[src/rtl/smidc_defines.vh]
// smidc_defines.vh: register map, field positions and reset values of the serial
// modem, interrupt-enable and dma-request control block.
// assumes a 32-bit classic wishbone slave with word-aligned byte addresses.
`ifndef SMIDC_DEFINES_VH
`define SMIDC_DEFINES_VH
// ----------------------------------------------------------------
// register byte offsets
// ----------------------------------------------------------------
`define SMIDC_OFS_CTRL_A 8'h00
`define SMIDC_OFS_STATUS 8'h04
`define SMIDC_OFS_FEED 8'h08
// ----------------------------------------------------------------
// control register a fields
// ----------------------------------------------------------------
`define SMIDC_BIT_CHAN_EN 31
`define SMIDC_BIT_RX_FLOW 22
`define SMIDC_BIT_DTR 17
`define SMIDC_BIT_RTS 16
`define SMIDC_BIT_RX_DMA 8
`define SMIDC_BIT_TX_DMA 0
`define SMIDC_CTRL_WMASK 32'h80C3FFFF
`define SMIDC_CTRL_RESET 32'h00000000
// ----------------------------------------------------------------
// interrupt enable positions, shared with their status bits
// ----------------------------------------------------------------
`define SMIDC_BIT_IE_RX_BREAK 15
`define SMIDC_BIT_IE_RX_FRAMING 14
`define SMIDC_BIT_IE_RX_PARITY 13
`define SMIDC_BIT_IE_RX_OVERRUN 12
`define SMIDC_BIT_IE_RX_READY 11
`define SMIDC_BIT_IE_RX_HALF 10
`define SMIDC_BIT_IE_RX_CLOSED 9
`define SMIDC_BIT_IE_CARRIER 7
`define SMIDC_BIT_IE_RING 6
`define SMIDC_BIT_IE_SET_READY 5
`define SMIDC_BIT_IE_CLEAR_SEND 4
`define SMIDC_BIT_IE_TX_EMPTY 3
`define SMIDC_BIT_IE_TX_HALF 2
`define SMIDC_BIT_IE_TX_CLOSED 1
// ----------------------------------------------------------------
// status / irq enable layout: bits 15..9, 7..1 hold conditions
// ----------------------------------------------------------------
`define SMIDC_IRQ_MASK 32'h0000FEFE
`define SMIDC_STAT_RESET 32'h00000000
// feed register fields: dma-side readiness reported by the shift engine
`define SMIDC_BIT_RX_HAVE 0
`define SMIDC_BIT_TX_ROOM 1
`endif

[src/rtl/smidc_ctrl.v]
// smidc_ctrl.v: lower half of a serial channel control register a, with modem
// outputs, per-condition interrupt enables, dma request gating and the channel
// enable / receive-handshake bits they interact with.
// assumes a wishbone classic master on ref_clk and status events as pulses.
//
// Function
// RL1: the terminal-ready bit at 17 drives the terminal-ready output active when 1 and inactive when 0.
// RL2: the request-to-send bit at 16 drives the request-to-send output active when 1 and inactive when 0.
// RL3: each enable bit lets its status bit raise the interrupt when 1 and blocks it when 0.
// RL4: receive enables sit at bits 15..9: break, framing, parity, overrun, ready, fifo half, buffer closed.
// RL5: modem change enables sit at bit 7 carrier, 6 ring, 5 set-ready, 4 clear-to-send.
// RL6: transmit enables sit at bit 3 register empty, 2 fifo half-empty, 1 buffer closed.
// RL7: with the receive dma bit at 8 set the receiver requests dma to drain its fifo.
// RL8: in receive dma operation the receive status is moved into the buffer descriptor by hardware.
// RL9: clearing the receive dma bit pauses the receiver and stops its requests.
// RL10: with the transmit dma bit at 0 set the transmitter requests dma to fill its fifo.
// RL11: clearing the transmit dma bit pauses the transmitter and stops its requests.
// RL12: while the channel enable bit at 31 is 0 the port and both fifos are held in reset.
// RL13: with receive handshake at bit 22 set, request-to-send follows fifo room and drops on almost full.
// RL14: the interrupt output is the or of all set and enabled status bits and falls when none remain.
// RL15: all modem, interrupt-enable and dma-enable bits reset to zero.
//
// Our own choices: the register offsets and the Wishbone interface to the registers.
`timescale 1ns/1ps
`default_nettype none
`include "smidc_defines.vh"
module smidc_ctrl
(
  input wire ref_clk,
  input wire reset,
  input wire [7:0] wb_adr_i,
  input wire [31:0] wb_dat_i,
  input wire [3:0] wb_sel_i,
  input wire wb_we_i,
  input wire wb_cyc_i,
  input wire wb_stb_i,
  output reg [31:0] wb_dat_o,
  output reg wb_ack_o,
  input wire [31:0] status_event_i,
  input wire rx_fifo_have_data_i,
  input wire rx_fifo_almost_full_i,
  input wire tx_fifo_has_room_i,
  input wire rx_desc_busy_i,
  output reg dtr_n_o,
  output reg rts_n_o,
  output reg port_reset_o,
  output reg rx_run_o,
  output reg tx_run_o,
  output reg rx_dma_req_o,
  output reg tx_dma_req_o,
  output reg rx_status_to_desc_o,
  output reg irq_o
);
  // ----------------------------------------------------------------
  // registers
  // ----------------------------------------------------------------
  reg [31:0] serial_channel_control_a_r;
  reg [31:0] status_r;
  reg [31:0] status_nxt;
  reg [31:0] ctrl_nxt;
  wire [31:0] byte_mask;
  wire wr_stb;
  wire rd_stb;
  wire chan_en;
  wire rx_dma_request_enable;
  wire tx_dma_request_enable;
  wire rx_flow_handshake_enable;
  reg [31:0] irq_enable_field;
  wire [31:0] irq_pending;
  wire hit_ctrl;
  wire hit_status;
  wire rx_break_irq_en;
  wire rx_framing_irq_en;
  wire rx_parity_irq_en;
  wire rx_overrun_irq_en;
  wire rx_ready_irq_en;
  wire rx_fifo_half_irq_en;
  wire buffer_closed_irq_en;
  wire carrier_change_irq_en;
  wire ring_change_irq_en;
  wire set_ready_change_irq_en;
  wire clear_to_send_change_irq_en;
  wire tx_empty_irq_en;
  wire tx_fifo_half_irq_en;
  wire tx_closed_irq_en;

  assign byte_mask = {{8{wb_sel_i[3]}}, {8{wb_sel_i[2]}}, {8{wb_sel_i[1]}}, {8{wb_sel_i[0]}}};
  // ack is dropped for one cycle after each answer so a held strobe is not taken twice
  assign wr_stb = wb_cyc_i & wb_stb_i & wb_we_i & ~wb_ack_o;
  assign rd_stb = wb_cyc_i & wb_stb_i & ~wb_we_i & ~wb_ack_o;
  assign hit_ctrl = (wb_adr_i == `SMIDC_OFS_CTRL_A);
  assign hit_status = (wb_adr_i == `SMIDC_OFS_STATUS);
  // decoded from the next value, so run, request and reset outputs all move at
  // the edge that acks the write and never disagree for a cycle
  assign chan_en = ctrl_nxt[`SMIDC_BIT_CHAN_EN];
  assign rx_dma_request_enable = ctrl_nxt[`SMIDC_BIT_RX_DMA];
  assign tx_dma_request_enable = ctrl_nxt[`SMIDC_BIT_TX_DMA];
  assign rx_flow_handshake_enable = ctrl_nxt[`SMIDC_BIT_RX_FLOW];

  // ----------------------------------------------------------------
  // per-condition interrupt enables
  // ----------------------------------------------------------------
  // a new mask applies from the cycle after its write is acked
  assign rx_break_irq_en = serial_channel_control_a_r[`SMIDC_BIT_IE_RX_BREAK];
  assign rx_framing_irq_en = serial_channel_control_a_r[`SMIDC_BIT_IE_RX_FRAMING];
  assign rx_parity_irq_en = serial_channel_control_a_r[`SMIDC_BIT_IE_RX_PARITY];
  assign rx_overrun_irq_en = serial_channel_control_a_r[`SMIDC_BIT_IE_RX_OVERRUN];
  assign rx_ready_irq_en = serial_channel_control_a_r[`SMIDC_BIT_IE_RX_READY];
  assign rx_fifo_half_irq_en = serial_channel_control_a_r[`SMIDC_BIT_IE_RX_HALF];
  assign buffer_closed_irq_en = serial_channel_control_a_r[`SMIDC_BIT_IE_RX_CLOSED];
  assign carrier_change_irq_en = serial_channel_control_a_r[`SMIDC_BIT_IE_CARRIER];
  assign ring_change_irq_en = serial_channel_control_a_r[`SMIDC_BIT_IE_RING];
  assign set_ready_change_irq_en = serial_channel_control_a_r[`SMIDC_BIT_IE_SET_READY];
  assign clear_to_send_change_irq_en = serial_channel_control_a_r[`SMIDC_BIT_IE_CLEAR_SEND];
  assign tx_empty_irq_en = serial_channel_control_a_r[`SMIDC_BIT_IE_TX_EMPTY];
  assign tx_fifo_half_irq_en = serial_channel_control_a_r[`SMIDC_BIT_IE_TX_HALF];
  assign tx_closed_irq_en = serial_channel_control_a_r[`SMIDC_BIT_IE_TX_CLOSED];

  // enable bits sit at the same positions as their status bits
  always @*
  begin
    irq_enable_field = 32'h00000000;
    irq_enable_field[`SMIDC_BIT_IE_RX_BREAK] = rx_break_irq_en; // RL4
    irq_enable_field[`SMIDC_BIT_IE_RX_FRAMING] = rx_framing_irq_en; // RL4
    irq_enable_field[`SMIDC_BIT_IE_RX_PARITY] = rx_parity_irq_en; // RL4
    irq_enable_field[`SMIDC_BIT_IE_RX_OVERRUN] = rx_overrun_irq_en; // RL4
    irq_enable_field[`SMIDC_BIT_IE_RX_READY] = rx_ready_irq_en; // RL4
    irq_enable_field[`SMIDC_BIT_IE_RX_HALF] = rx_fifo_half_irq_en; // RL4
    irq_enable_field[`SMIDC_BIT_IE_RX_CLOSED] = buffer_closed_irq_en; // RL4
    irq_enable_field[`SMIDC_BIT_IE_CARRIER] = carrier_change_irq_en; // RL5
    irq_enable_field[`SMIDC_BIT_IE_RING] = ring_change_irq_en; // RL5
    irq_enable_field[`SMIDC_BIT_IE_SET_READY] = set_ready_change_irq_en; // RL5
    irq_enable_field[`SMIDC_BIT_IE_CLEAR_SEND] = clear_to_send_change_irq_en; // RL5
    irq_enable_field[`SMIDC_BIT_IE_TX_EMPTY] = tx_empty_irq_en; // RL6
    irq_enable_field[`SMIDC_BIT_IE_TX_HALF] = tx_fifo_half_irq_en; // RL6
    irq_enable_field[`SMIDC_BIT_IE_TX_CLOSED] = tx_closed_irq_en; // RL6
  end

  assign irq_pending = status_nxt & irq_enable_field; // RL3

  // ----------------------------------------------------------------
  // next-state logic
  // ----------------------------------------------------------------
  always @*
  begin
    ctrl_nxt = serial_channel_control_a_r;
    if (wr_stb && hit_ctrl)
    begin
      ctrl_nxt = (serial_channel_control_a_r & ~(byte_mask & `SMIDC_CTRL_WMASK)) |
                 (wb_dat_i & byte_mask & `SMIDC_CTRL_WMASK);
    end
  end

  always @*
  begin
    status_nxt = status_r;
    if (wr_stb && hit_status)
    begin
      status_nxt = status_r & ~(wb_dat_i & byte_mask);
    end
    // a new event wins over a write-one-to-clear in the same cycle
    status_nxt = (status_nxt | status_event_i) & `SMIDC_IRQ_MASK;
  end

  // ----------------------------------------------------------------
  // register bus and state
  // ----------------------------------------------------------------
  always @(posedge ref_clk)
  begin
    if (reset)
    begin
      serial_channel_control_a_r <= `SMIDC_CTRL_RESET; // RL15
      status_r <= `SMIDC_STAT_RESET;
      wb_ack_o <= 1'b0;
      wb_dat_o <= 32'h00000000;
    end
    else
    begin
      serial_channel_control_a_r <= ctrl_nxt;
      status_r <= status_nxt;
      wb_ack_o <= wr_stb | rd_stb;
      if (rd_stb)
      begin
        case (wb_adr_i)
          `SMIDC_OFS_CTRL_A: wb_dat_o <= serial_channel_control_a_r;
          `SMIDC_OFS_STATUS: wb_dat_o <= status_r;
          `SMIDC_OFS_FEED: wb_dat_o <= {30'h00000000, tx_fifo_has_room_i, rx_fifo_have_data_i};
          default: wb_dat_o <= 32'h00000000;
        endcase
      end
      else
      begin
        wb_dat_o <= 32'h00000000;
      end
    end
  end

  // ----------------------------------------------------------------
  // modem, dma and interrupt outputs
  // ----------------------------------------------------------------
  always @(posedge ref_clk)
  begin
    if (reset)
    begin
      dtr_n_o <= 1'b1;
      rts_n_o <= 1'b1;
      port_reset_o <= 1'b1;
      rx_run_o <= 1'b0;
      tx_run_o <= 1'b0;
      rx_dma_req_o <= 1'b0;
      tx_dma_req_o <= 1'b0;
      rx_status_to_desc_o <= 1'b0;
      irq_o <= 1'b0;
    end
    else
    begin
      dtr_n_o <= ~ctrl_nxt[`SMIDC_BIT_DTR]; // RL1
      if (rx_flow_handshake_enable)
      begin
        // flow control: drop rts while the receive fifo is almost full
        rts_n_o <= rx_fifo_almost_full_i; // RL13
      end
      else
      begin
        rts_n_o <= ~ctrl_nxt[`SMIDC_BIT_RTS]; // RL2
      end
      port_reset_o <= ~chan_en; // RL12
      rx_run_o <= chan_en & rx_dma_request_enable; // RL9
      tx_run_o <= chan_en & tx_dma_request_enable; // RL11
      rx_dma_req_o <= chan_en & rx_dma_request_enable & rx_fifo_have_data_i; // RL7 RL9
      tx_dma_req_o <= chan_en & tx_dma_request_enable & tx_fifo_has_room_i; // RL10 RL11
      // descriptor status hand-off only while the receive dma path runs
      rx_status_to_desc_o <= chan_en & rx_dma_request_enable & rx_desc_busy_i; // RL8
      irq_o <= |irq_pending; // RL3 RL14
    end
  end
endmodule
`default_nettype wire

[config.mk]
export PLATFORM = sky130hd
export DESIGN_NAME = smidc_ctrl
export DESIGN_NICKNAME = d
export VERILOG_FILES = /design/src/rtl/smidc_ctrl.v
export VERILOG_INCLUDE_DIRS = /design/src /design/src/rtl
export SDC_FILE = /design/constraint.sdc
export NUM_CORES = 1
export LEC_CHECK = 0
export ABC_CLOCK_PERIOD_IN_PS = 3900
export BUFFER_PORTS_ARGS = -buffer_cell sky130_fd_sc_hd__clkbuf_2
export CAP_MARGIN = 10
export CORE_UTILIZATION = 50
export CTS_CLUSTER_DIAMETER = 100
export DETAILED_ROUTE_END_ITERATION = 16
export PLACE_DENSITY = 0.85
export SYNTH_ARGS = -nofsm -noshare
export SYNTH_HDL_FRONTEND = slang
export SYNTH_SLANG_ARGS = --single-unit
[constraint.sdc]
create_clock -name ref_clk -period 3.9 [get_ports ref_clk]
set_input_delay 0.78 -clock ref_clk [delete_from_list [all_inputs] [get_ports ref_clk]]
set_output_delay 0.78 -clock ref_clk [all_outputs]
set_load 0.02 [all_outputs]
==> impl_summary.md, run 1 <==
Global route
The number of antenna violations at the first check in global routing is 0. Global routing used 23.0% of the available tracks across all layers. The first global-routing pass estimated 10500 µm of wire. Entering global routing, the biggest net connects between 40 and 50 pins. The via count of the first global-routing pass is approximately 2300. After global routing the overflow that remains totals 0.

Timing
Hold is met by 0.478 ns. The max-slew headroom at the worst pin is 40.9%. At the pin with the least slew margin, the transition time is between 0.8 and 0.9 ns.

The sum of negative setup slack is 0 ns. The final worst-path setup slack is 1.09 ns. On the final layout, the worst clock skew is approximately 0.0068 ns. The final-report max-slew violation count was 0.

Setup repair after global routing left no endpoint under its margin. The clock period minus final worst setup slack is 2.81 ns. The final count of hold timing violations is 0. The final setup violation count is 0. The final critical-path share of the clock period is between 70% and 80%. The top achievable clock speed is 0.356 GHz.

Clock tree
Clock tree synthesis found a total of 66 sinks. The root buffer cell chosen for the clock tree is sky130_fd_sc_hd__clkbuf_8. The clock latency at the later pin of the worst-skew pair is between 0.3 and 0.4 ns.

The TritonCTS buffer count is 9. The count of instances resized after the clock tree is built is 0. TritonCTS built the clock tree.

No sink is reached through more buffers than the 2 on the longest clock path. The buffer count from post-CTS setup fixing is 0. The H-tree was split into 3 levels. The number of hold buffers added after CTS was 0. The clock slew at the register clock pins of the worst setup and hold paths is 0.06 ns.

Setup path
The data arrival time of the critical path is approximately 3 ns. Counting stages on the worst path, the most repeated cell is sky130_fd_sc_hd__a41oi_1. Together, buffers and inverters on the worst path number 1. The worst setup path is captured at a flip-flop.

Traced cell by cell, the critical path runs through clkbuf_2 -> or4b_1 -> nor2_2 -> a41oi_1 -> a2111oi_0 -> a41oi_1. The category of cells accounting for the largest share of critical-path delay is simple AND/OR/NAND/NOR gates. The critical-path maximum fanout is 15. The kind of start point of the critical path is a primary input. The standard cell with the maximum stage delay on the critical path is sky130_fd_sc_hd__or4b_1. The required time of the critical path is 4.08 ns.

The maximum cell stage delay along the critical path is 0.53 ns. The type of the worst setup path is in -> reg.

Placement
The placed cell area is 3190 µm². Input and output buffers added on the ports amount to 86. The last weighted congestion value of the routability-driven placer is 0.749. After detailed placement, the design holds a cell count of between 400 and 500.

The worst slack at placement is 0.771 ns. The post-detailed-placement half-perimeter wirelength is around 4500 µm.

Yosys
The synthesized instance count is 293. Synthesis inferred 66 register bits. The cell area after technology mapping is 2740 µm².

Summing the sequential cell areas from Yosys gives 48.2% of the chip area. The mean area per synthesized cell is 9.36 µm². The unique cell type count in the Yosys netlist is 44. During synthesis, Yosys emitted a total of 0 warnings.

Drt
The violation count after the first detailed-routing iteration is around 140. The first detailed-routing pass took 4 iterations. The count of nets left with antenna violations once routing finished came out at 0. Detailed routing inserted a total of 2505 vias. The final wirelength is 6480 µm. Using the TritonRoute via totals, the vias-per-cell ratio works out to between 5 and 6. The routed wire length per instance is around 14 µm.

After detailed routing, the number of remaining DRC violations is 0.

Final layout
The proportion of layout cells with a drive suffix above 1 is 32.1%. The area of all placed cells without fillers is 3350 µm². The number of antenna diodes in the final layout is 0. The synthesis-to-finish area growth is 22.1%. The count of non-filler cells in the finished layout is 453. The final core area utilization is 64.4%.

For this run, the post-layout net count is around 470.

Flow run
The number of maximum-capacitance violations is 0.

Pwr
The internal power is 0.957 mW. The power consumption is ~1.3 mW. Sequential cells burn 54.9% of the power.

The worst vdd rail ir drop is 167 µV. In this run, the combinational gates consume 7.4% of the power. The net switching component of the power is ~0.30 mW. The fraction of power spent switching nets is 24.1%.

Dividing total power by cell area gives a power density of 376 nW/µm². The analysis attributes to cell leakage a power of 1.52 nW. In this run, the clock network consumes 37.6% of the power.

Run status
The flow ran to the end, and the final reports show no timing, DRC or antenna violations.

Die
The die is 76.1 µm tall. The horizontal die dimension is 76.1 µm. The number of primary I/O pins is 127. The number of rows created at floorplan is 26. The initial core utilization is 52.7%. The core outline area is about 5200 µm². The die covers 5790 µm².

Hold path
The path type of the worst min-delay path is reg -> reg.
logic make-up (layout without fill, tap and decap cells):
logic type,count (synthesis),in the layout,synth area share (%)
buffers and inverters,35,115,6.79
other,1,11,0.137
flip-flops,66,66,48.2
AND/OR/NAND/NOR,114,114,23.3
multiplexers,19,19,7.07
AO/OA/AOI/OAI,58,58,14.5
layout make-up:
| cell class | instances | area (µm²) |
|---|---|---|
| clock inverter | 4 | 20.0 |
| sequential | 66 | 1320 |
| tap | 70 | 87.6 |
| clock buffer | 10 | 138 |
| timing repair buffer | 92 | 475 |
| fill | 433 | 1860 |
| inverter | 9 | 33.8 |
| multi-input combinational | 202 | 1270 |
Yosys cell counts, drive strengths merged:
master	n	area share, %
dfxtp	66	48
nor2	50	6.9
mux2i	19	7.1
buf	17	4.3
o21ai	15	3.1
a22oi	13	3.6
nand2	12	1.6
nor4	11	3.1
a21oi	10	1.8
clkbuf	9	1.2
inv	9	1.2
nand4b	8	2.6
and3	6	1.4
a311oi	5	1.6
nor3	5	1.3
nand4	4	0.91
o22ai	4	0.91
a31oi	3	0.68
a41oi	3	0.96
and2	3	0.78
nand3	3	0.91
nor2b	3	0.68
a2111oi	2	0.64
or2	2	0.46
or4	2	0.82
a221oi	1	0.55
conb	1	0.14
nand3b	1	0.27
nor3b	1	0.46
nor4b	1	0.55
o21ba	1	0.36
o2bb2ai	1	0.32
or3	1	0.23
or4b	1	0.36
routing by layer:
| layer | vias to the layer above | GRT usage (%) | share of wire [%] | wire length (µm) |
|---|---|---|---|---|
| li1 | 1213 | - | - | - |
| met1 | 1177 | 29.0 | 44 | 2860 |
| met2 | 105 | 37.6 | 48 | 3120 |
| met3 | 10 | 4.19 | 6.1 | 396 |
| met4 | 0 | 11.5 | 1.6 | 104 |
| met5 | - | 0 | 0 | 0 |
worst paths after layout:
check | from | to | slack, ns | depth (start not counted)
min | serial_channel_control_a_r[16]$_SDFF_PP0_ | wb_dat_o[16]$_SDFF_PP0_ | 0.48 | 1
min reg2reg | serial_channel_control_a_r[16]$_SDFF_PP0_ | wb_dat_o[16]$_SDFF_PP0_ | 0.48 | 1
max reg2reg | wb_ack_o$_SDFF_PP0_ | irq_o$_SDFF_PP0_ | 1.42 | 5
max | wb_adr_i[2] | irq_o$_SDFF_PP0_ | 1.09 | 6
power by group through the flow:
| stage | clock (mW) | combinational (mW) | sequential (mW) |
|---|---|---|---|
| after detailed placement | 0 | 0.0920 | 0.707 |
| after global routing | 0.517 | 0.102 | 0.693 |
| after global placement | 0 | 0.0904 | 0.706 |
| final | 0.474 | 0.0937 | 0.692 |
| after CTS | 0.481 | 0.0931 | 0.692 |
| after floorplan | 0 | 0.0552 | 0.706 |
cells in the final DEF, fill, tap and decap left out, drive strengths merged:
master,netlist,final
nand2,12,12
nand3b,1,1
a22oi,13,13
nor4,11,11
clkinv,0,4
or4b,1,1
a221oi,1,1
clkbuf,9,96
dfxtp,66,66
o21ai,15,15
nand4,4,4
and2,3,3
or2,2,2
nor3,5,5
nor3b,1,1
inv,9,9
conb,1,11
a41oi,3,3
a2111oi,2,2
o22ai,4,4
mux2i,19,19
nor4b,1,1
buf,17,6
or3,1,1
a21oi,10,10
o2bb2ai,1,1
or4,2,2
and3,6,6
a311oi,5,5
a31oi,3,3
nand3,3,3
o21ba,1,1
nand4b,8,8
nor2,50,50
nor2b,3,3
No activity file was read; power rests on OpenSTA's default activity.
==> run 2: changes to the inputs <==
ABC_CLOCK_PERIOD_IN_PS = 2610   (was 3900)
CORE_UTILIZATION = 46   (was 50)
PLACE_DENSITY = 0.79   (was 0.85)
clock period = 2.61 ns   (was 3.9 ns; I/O delays follow)
==> impl_summary.md, run 2 (synthesized netlist as in run 1, its figures left out) <==
Setup path
The data arrival time of the critical path is 2.43 ns (-0.56 ns). The worst-case register-to-register setup slack is 0.54 ns (-0.88 ns). The logic depth of the worst register-to-register path is 5 (unchanged).

The capture point of the worst reg-to-reg path is irq_o$_SDFF_PP0_. The kind of start point of the critical path is a primary input. The source of the worst register-to-register timing path is wb_ack_o$_SDFF_PP0_. Following the worst setup path forward leads to its endpoint at irq_o$_SDFF_PP0_. The timing startpoint of the critical path is wb_adr_i[1]. The type of the worst setup path is in -> reg. The element type at the critical path end is a flip-flop. The required time of the critical path is 2.79 ns (-1.29 ns). The critical-path maximum fanout is 13 (-2).

Placement
The last weighted congestion value of the routability-driven placer came to 0.790 (+5.4%). The number of buffers inserted by port buffering is 86 (unchanged). The post-detailed-placement half-perimeter wirelength is 4710 µm (+4.8%). The worst slack at placement is 0.0528 ns (-0.718 ns).

Timing
Setup repair after global routing left no endpoint under its margin. The final setup violation count is 0 (unchanged). The largest clock skew in the final design is 0.00443 ns (-0.00232 ns).

The sum of negative setup slack is 0 ns (unchanged). The final critical-path share of the clock period is 86.3%. The final worst-path setup slack is 0.357 ns (-0.733 ns). The max-slew headroom at the worst pin is 64.5% (+24 points).

The final count of hold timing violations is 0 (unchanged). The actual slew at the worst max-slew pin is 0.531 ns (-0.348 ns). The final-report max-slew violation count is 0 (unchanged). For the finished layout, the period the worst path requires is 2.25 ns.

Based on the critical path, the design can be clocked at up to 0.444 GHz.

Die
The initial core utilization is 48.6% (-4.1 points). The number of rows created at floorplan is 27 (+3.8%). The horizontal die dimension is 79.2 µm (+4.1%). The overall die height is 79.2 µm (+4.1%). The die footprint came to 6280 µm² (+8.5%).

The core outline area was 5640 µm² (+8.4%). The number of primary I/O pins was 127 (unchanged).

Final layout
The proportion of layout cells with a drive suffix above 1 came to 33.6% (+1.5 points). The top cell types in the final layout, fill and taps aside, are sky130_fd_sc_hd__clkbuf_2, sky130_fd_sc_hd__dfxtp_1, sky130_fd_sc_hd__nor2_1. The number of nets in the final layout was 474 (+1.9%). Compared with the post-synthesis result, the final layout area differs by 25.1%. Leaving out fill and tap cells, the most frequent cell in the layout is sky130_fd_sc_hd__clkbuf_2. The final core area utilization is 60.8% (-3.5 points). The total inserted antenna cells is 0 (unchanged).

Clock tree
The clock slew at the register clock pins of the worst setup and hold paths is 0.07 ns (about the same). The clock tree from TritonCTS is yes. The clock latency at the later pin of the worst-skew pair came to 0.33 ns (about the same). The TritonCTS buffer count is 9 (unchanged). The count of instances resized after the clock tree is built is 0 (unchanged). The maximum clock path buffer count is 2 (unchanged). The level count of the clock H-tree is 3 (unchanged). The number of hold buffers added after CTS is 0 (unchanged). The buffer count from post-CTS setup fixing is 0 (unchanged). The clock sink total is 66 (unchanged). The master cell of the clock root buffer is sky130_fd_sc_hd__clkbuf_8.

Global route
The wire length of the first global-routing pass is 10400 µm (-1.3%). The pin count of the biggest net entering global routing is 43 (unchanged). The via count of the first global-routing pass is 2276 (-1.0%).

The total global-route track usage is 21.7% (-1.3 points). The number of antenna violations at the first check in global routing came to 0 (unchanged). The sum of overflow across all layers after global routing is 0 (unchanged).

Drt
The detailed router used layers up to and including met4. The met2 wire length was 3060 µm (-1.9%). The routed wire length per instance is 14.0 µm (-1.9%). The DRC violation count after routing was 0 (unchanged). The detailed-route wire length on metal 1 is 2930 µm (+2.5%). The final wirelength is 6530 µm (+0.71%). The number of vias per cell is 5.31 (-3.9%). The number of detailed-routing iterations run before antenna repair was 4 (unchanged). The violation count after the first detailed-routing iteration is 138 (-2.1%).

The post-route antenna net violation count was 0 (unchanged). The routed via count came to 2470 (-1.4%). The detailed-routed wire length on met3 was 487 µm (+23%).

Run status
The run finished with clean final reports.

Pwr
The worst vdd rail ir drop was 332 µV (+99%). The leakage component of the power came to 1.56 nW (+3.1%). The power density relative to cell area is 559 nW/µm² (+49%).

Flow run
The number of maximum-capacitance violations is 0 (unchanged).

Hold path
The path type of the worst min-delay path is in -> reg.
run 2: cell count changes in the layout (fill, tap and decap cells not counted), sizes merged:
cell and change:
clkinv -1, buf +9, clkbuf +2
run 2: worst min path at each step:
stage / start / endpoint / slack (ns) / cells after the start
after floorplan: serial_channel_control_a_r[16]$_SDFF_PP0_ / wb_dat_o[16]$_SDFF_PP0_ / 0.45 / 1
after global placement: serial_channel_control_a_r[17]$_SDFF_PP0_ / wb_dat_o[17]$_SDFF_PP0_ / 0.47 / 1
after detailed placement: serial_channel_control_a_r[16]$_SDFF_PP0_ / wb_dat_o[16]$_SDFF_PP0_ / 0.46 / 1
after CTS: rx_desc_busy_i / rx_status_to_desc_o$_SDFF_PP0_ / 0.38 / 2
after global routing: rx_desc_busy_i / rx_status_to_desc_o$_SDFF_PP0_ / 0.38 / 2
final: rx_desc_busy_i / rx_status_to_desc_o$_SDFF_PP0_ / 0.40 / 2
run 2: routing by layer:
metal  up-vias  track usage, %
li1       1230               -
met1      1128            28.2
met2       108            33.2
met3         4            5.17
met4         0            10.9
met5         -               0
run 2: layout make-up:
class,count,area (µm²)
Clock buffer,12,155
Clock inverter,3,15.0
Fill cell,496,2210
Inverter,9,33.8
Multi-Input combinational cell,202,1270
Sequential cell,66,1320
Tap cell,72,90.1
Timing Repair Buffer,101,543
run 2: power by group:
part / switching (mW) / leakage (nW) / internal, mW
registers: 0.0107 / 0.536 / 1.02
clock network: 0.356 / 0.0920 / 0.387
logic: 0.0855 / 0.934 / 0.0572
total: 0.452 / 1.56 / 1.47
run 2: per-stage QoR:
stage | hold slack (ns) | instance area [µm²] | power, mW | std cells
after floorplan | 0.446 | 2780 | 1.14 | 303
after global placement | 0.466 | 3260 | 1.19 | 450
after detailed placement | 0.462 | 3260 | 1.20 | 450
after CTS | 0.383 | 3430 | 1.94 | 465
after global routing | 0.382 | 3430 | 2.01 | 465
final | 0.400 | 3430 | 1.92 | 465
run 2: critical path, cell delays in order:
cell and delay (ns):
sky130_fd_sc_hd__clkbuf_2 0.08, sky130_fd_sc_hd__or4_4 0.64, sky130_fd_sc_hd__nor2_2 0.33, sky130_fd_sc_hd__a41oi_1 0.18, sky130_fd_sc_hd__a2111oi_0 0.50, sky130_fd_sc_hd__a41oi_1 0.18
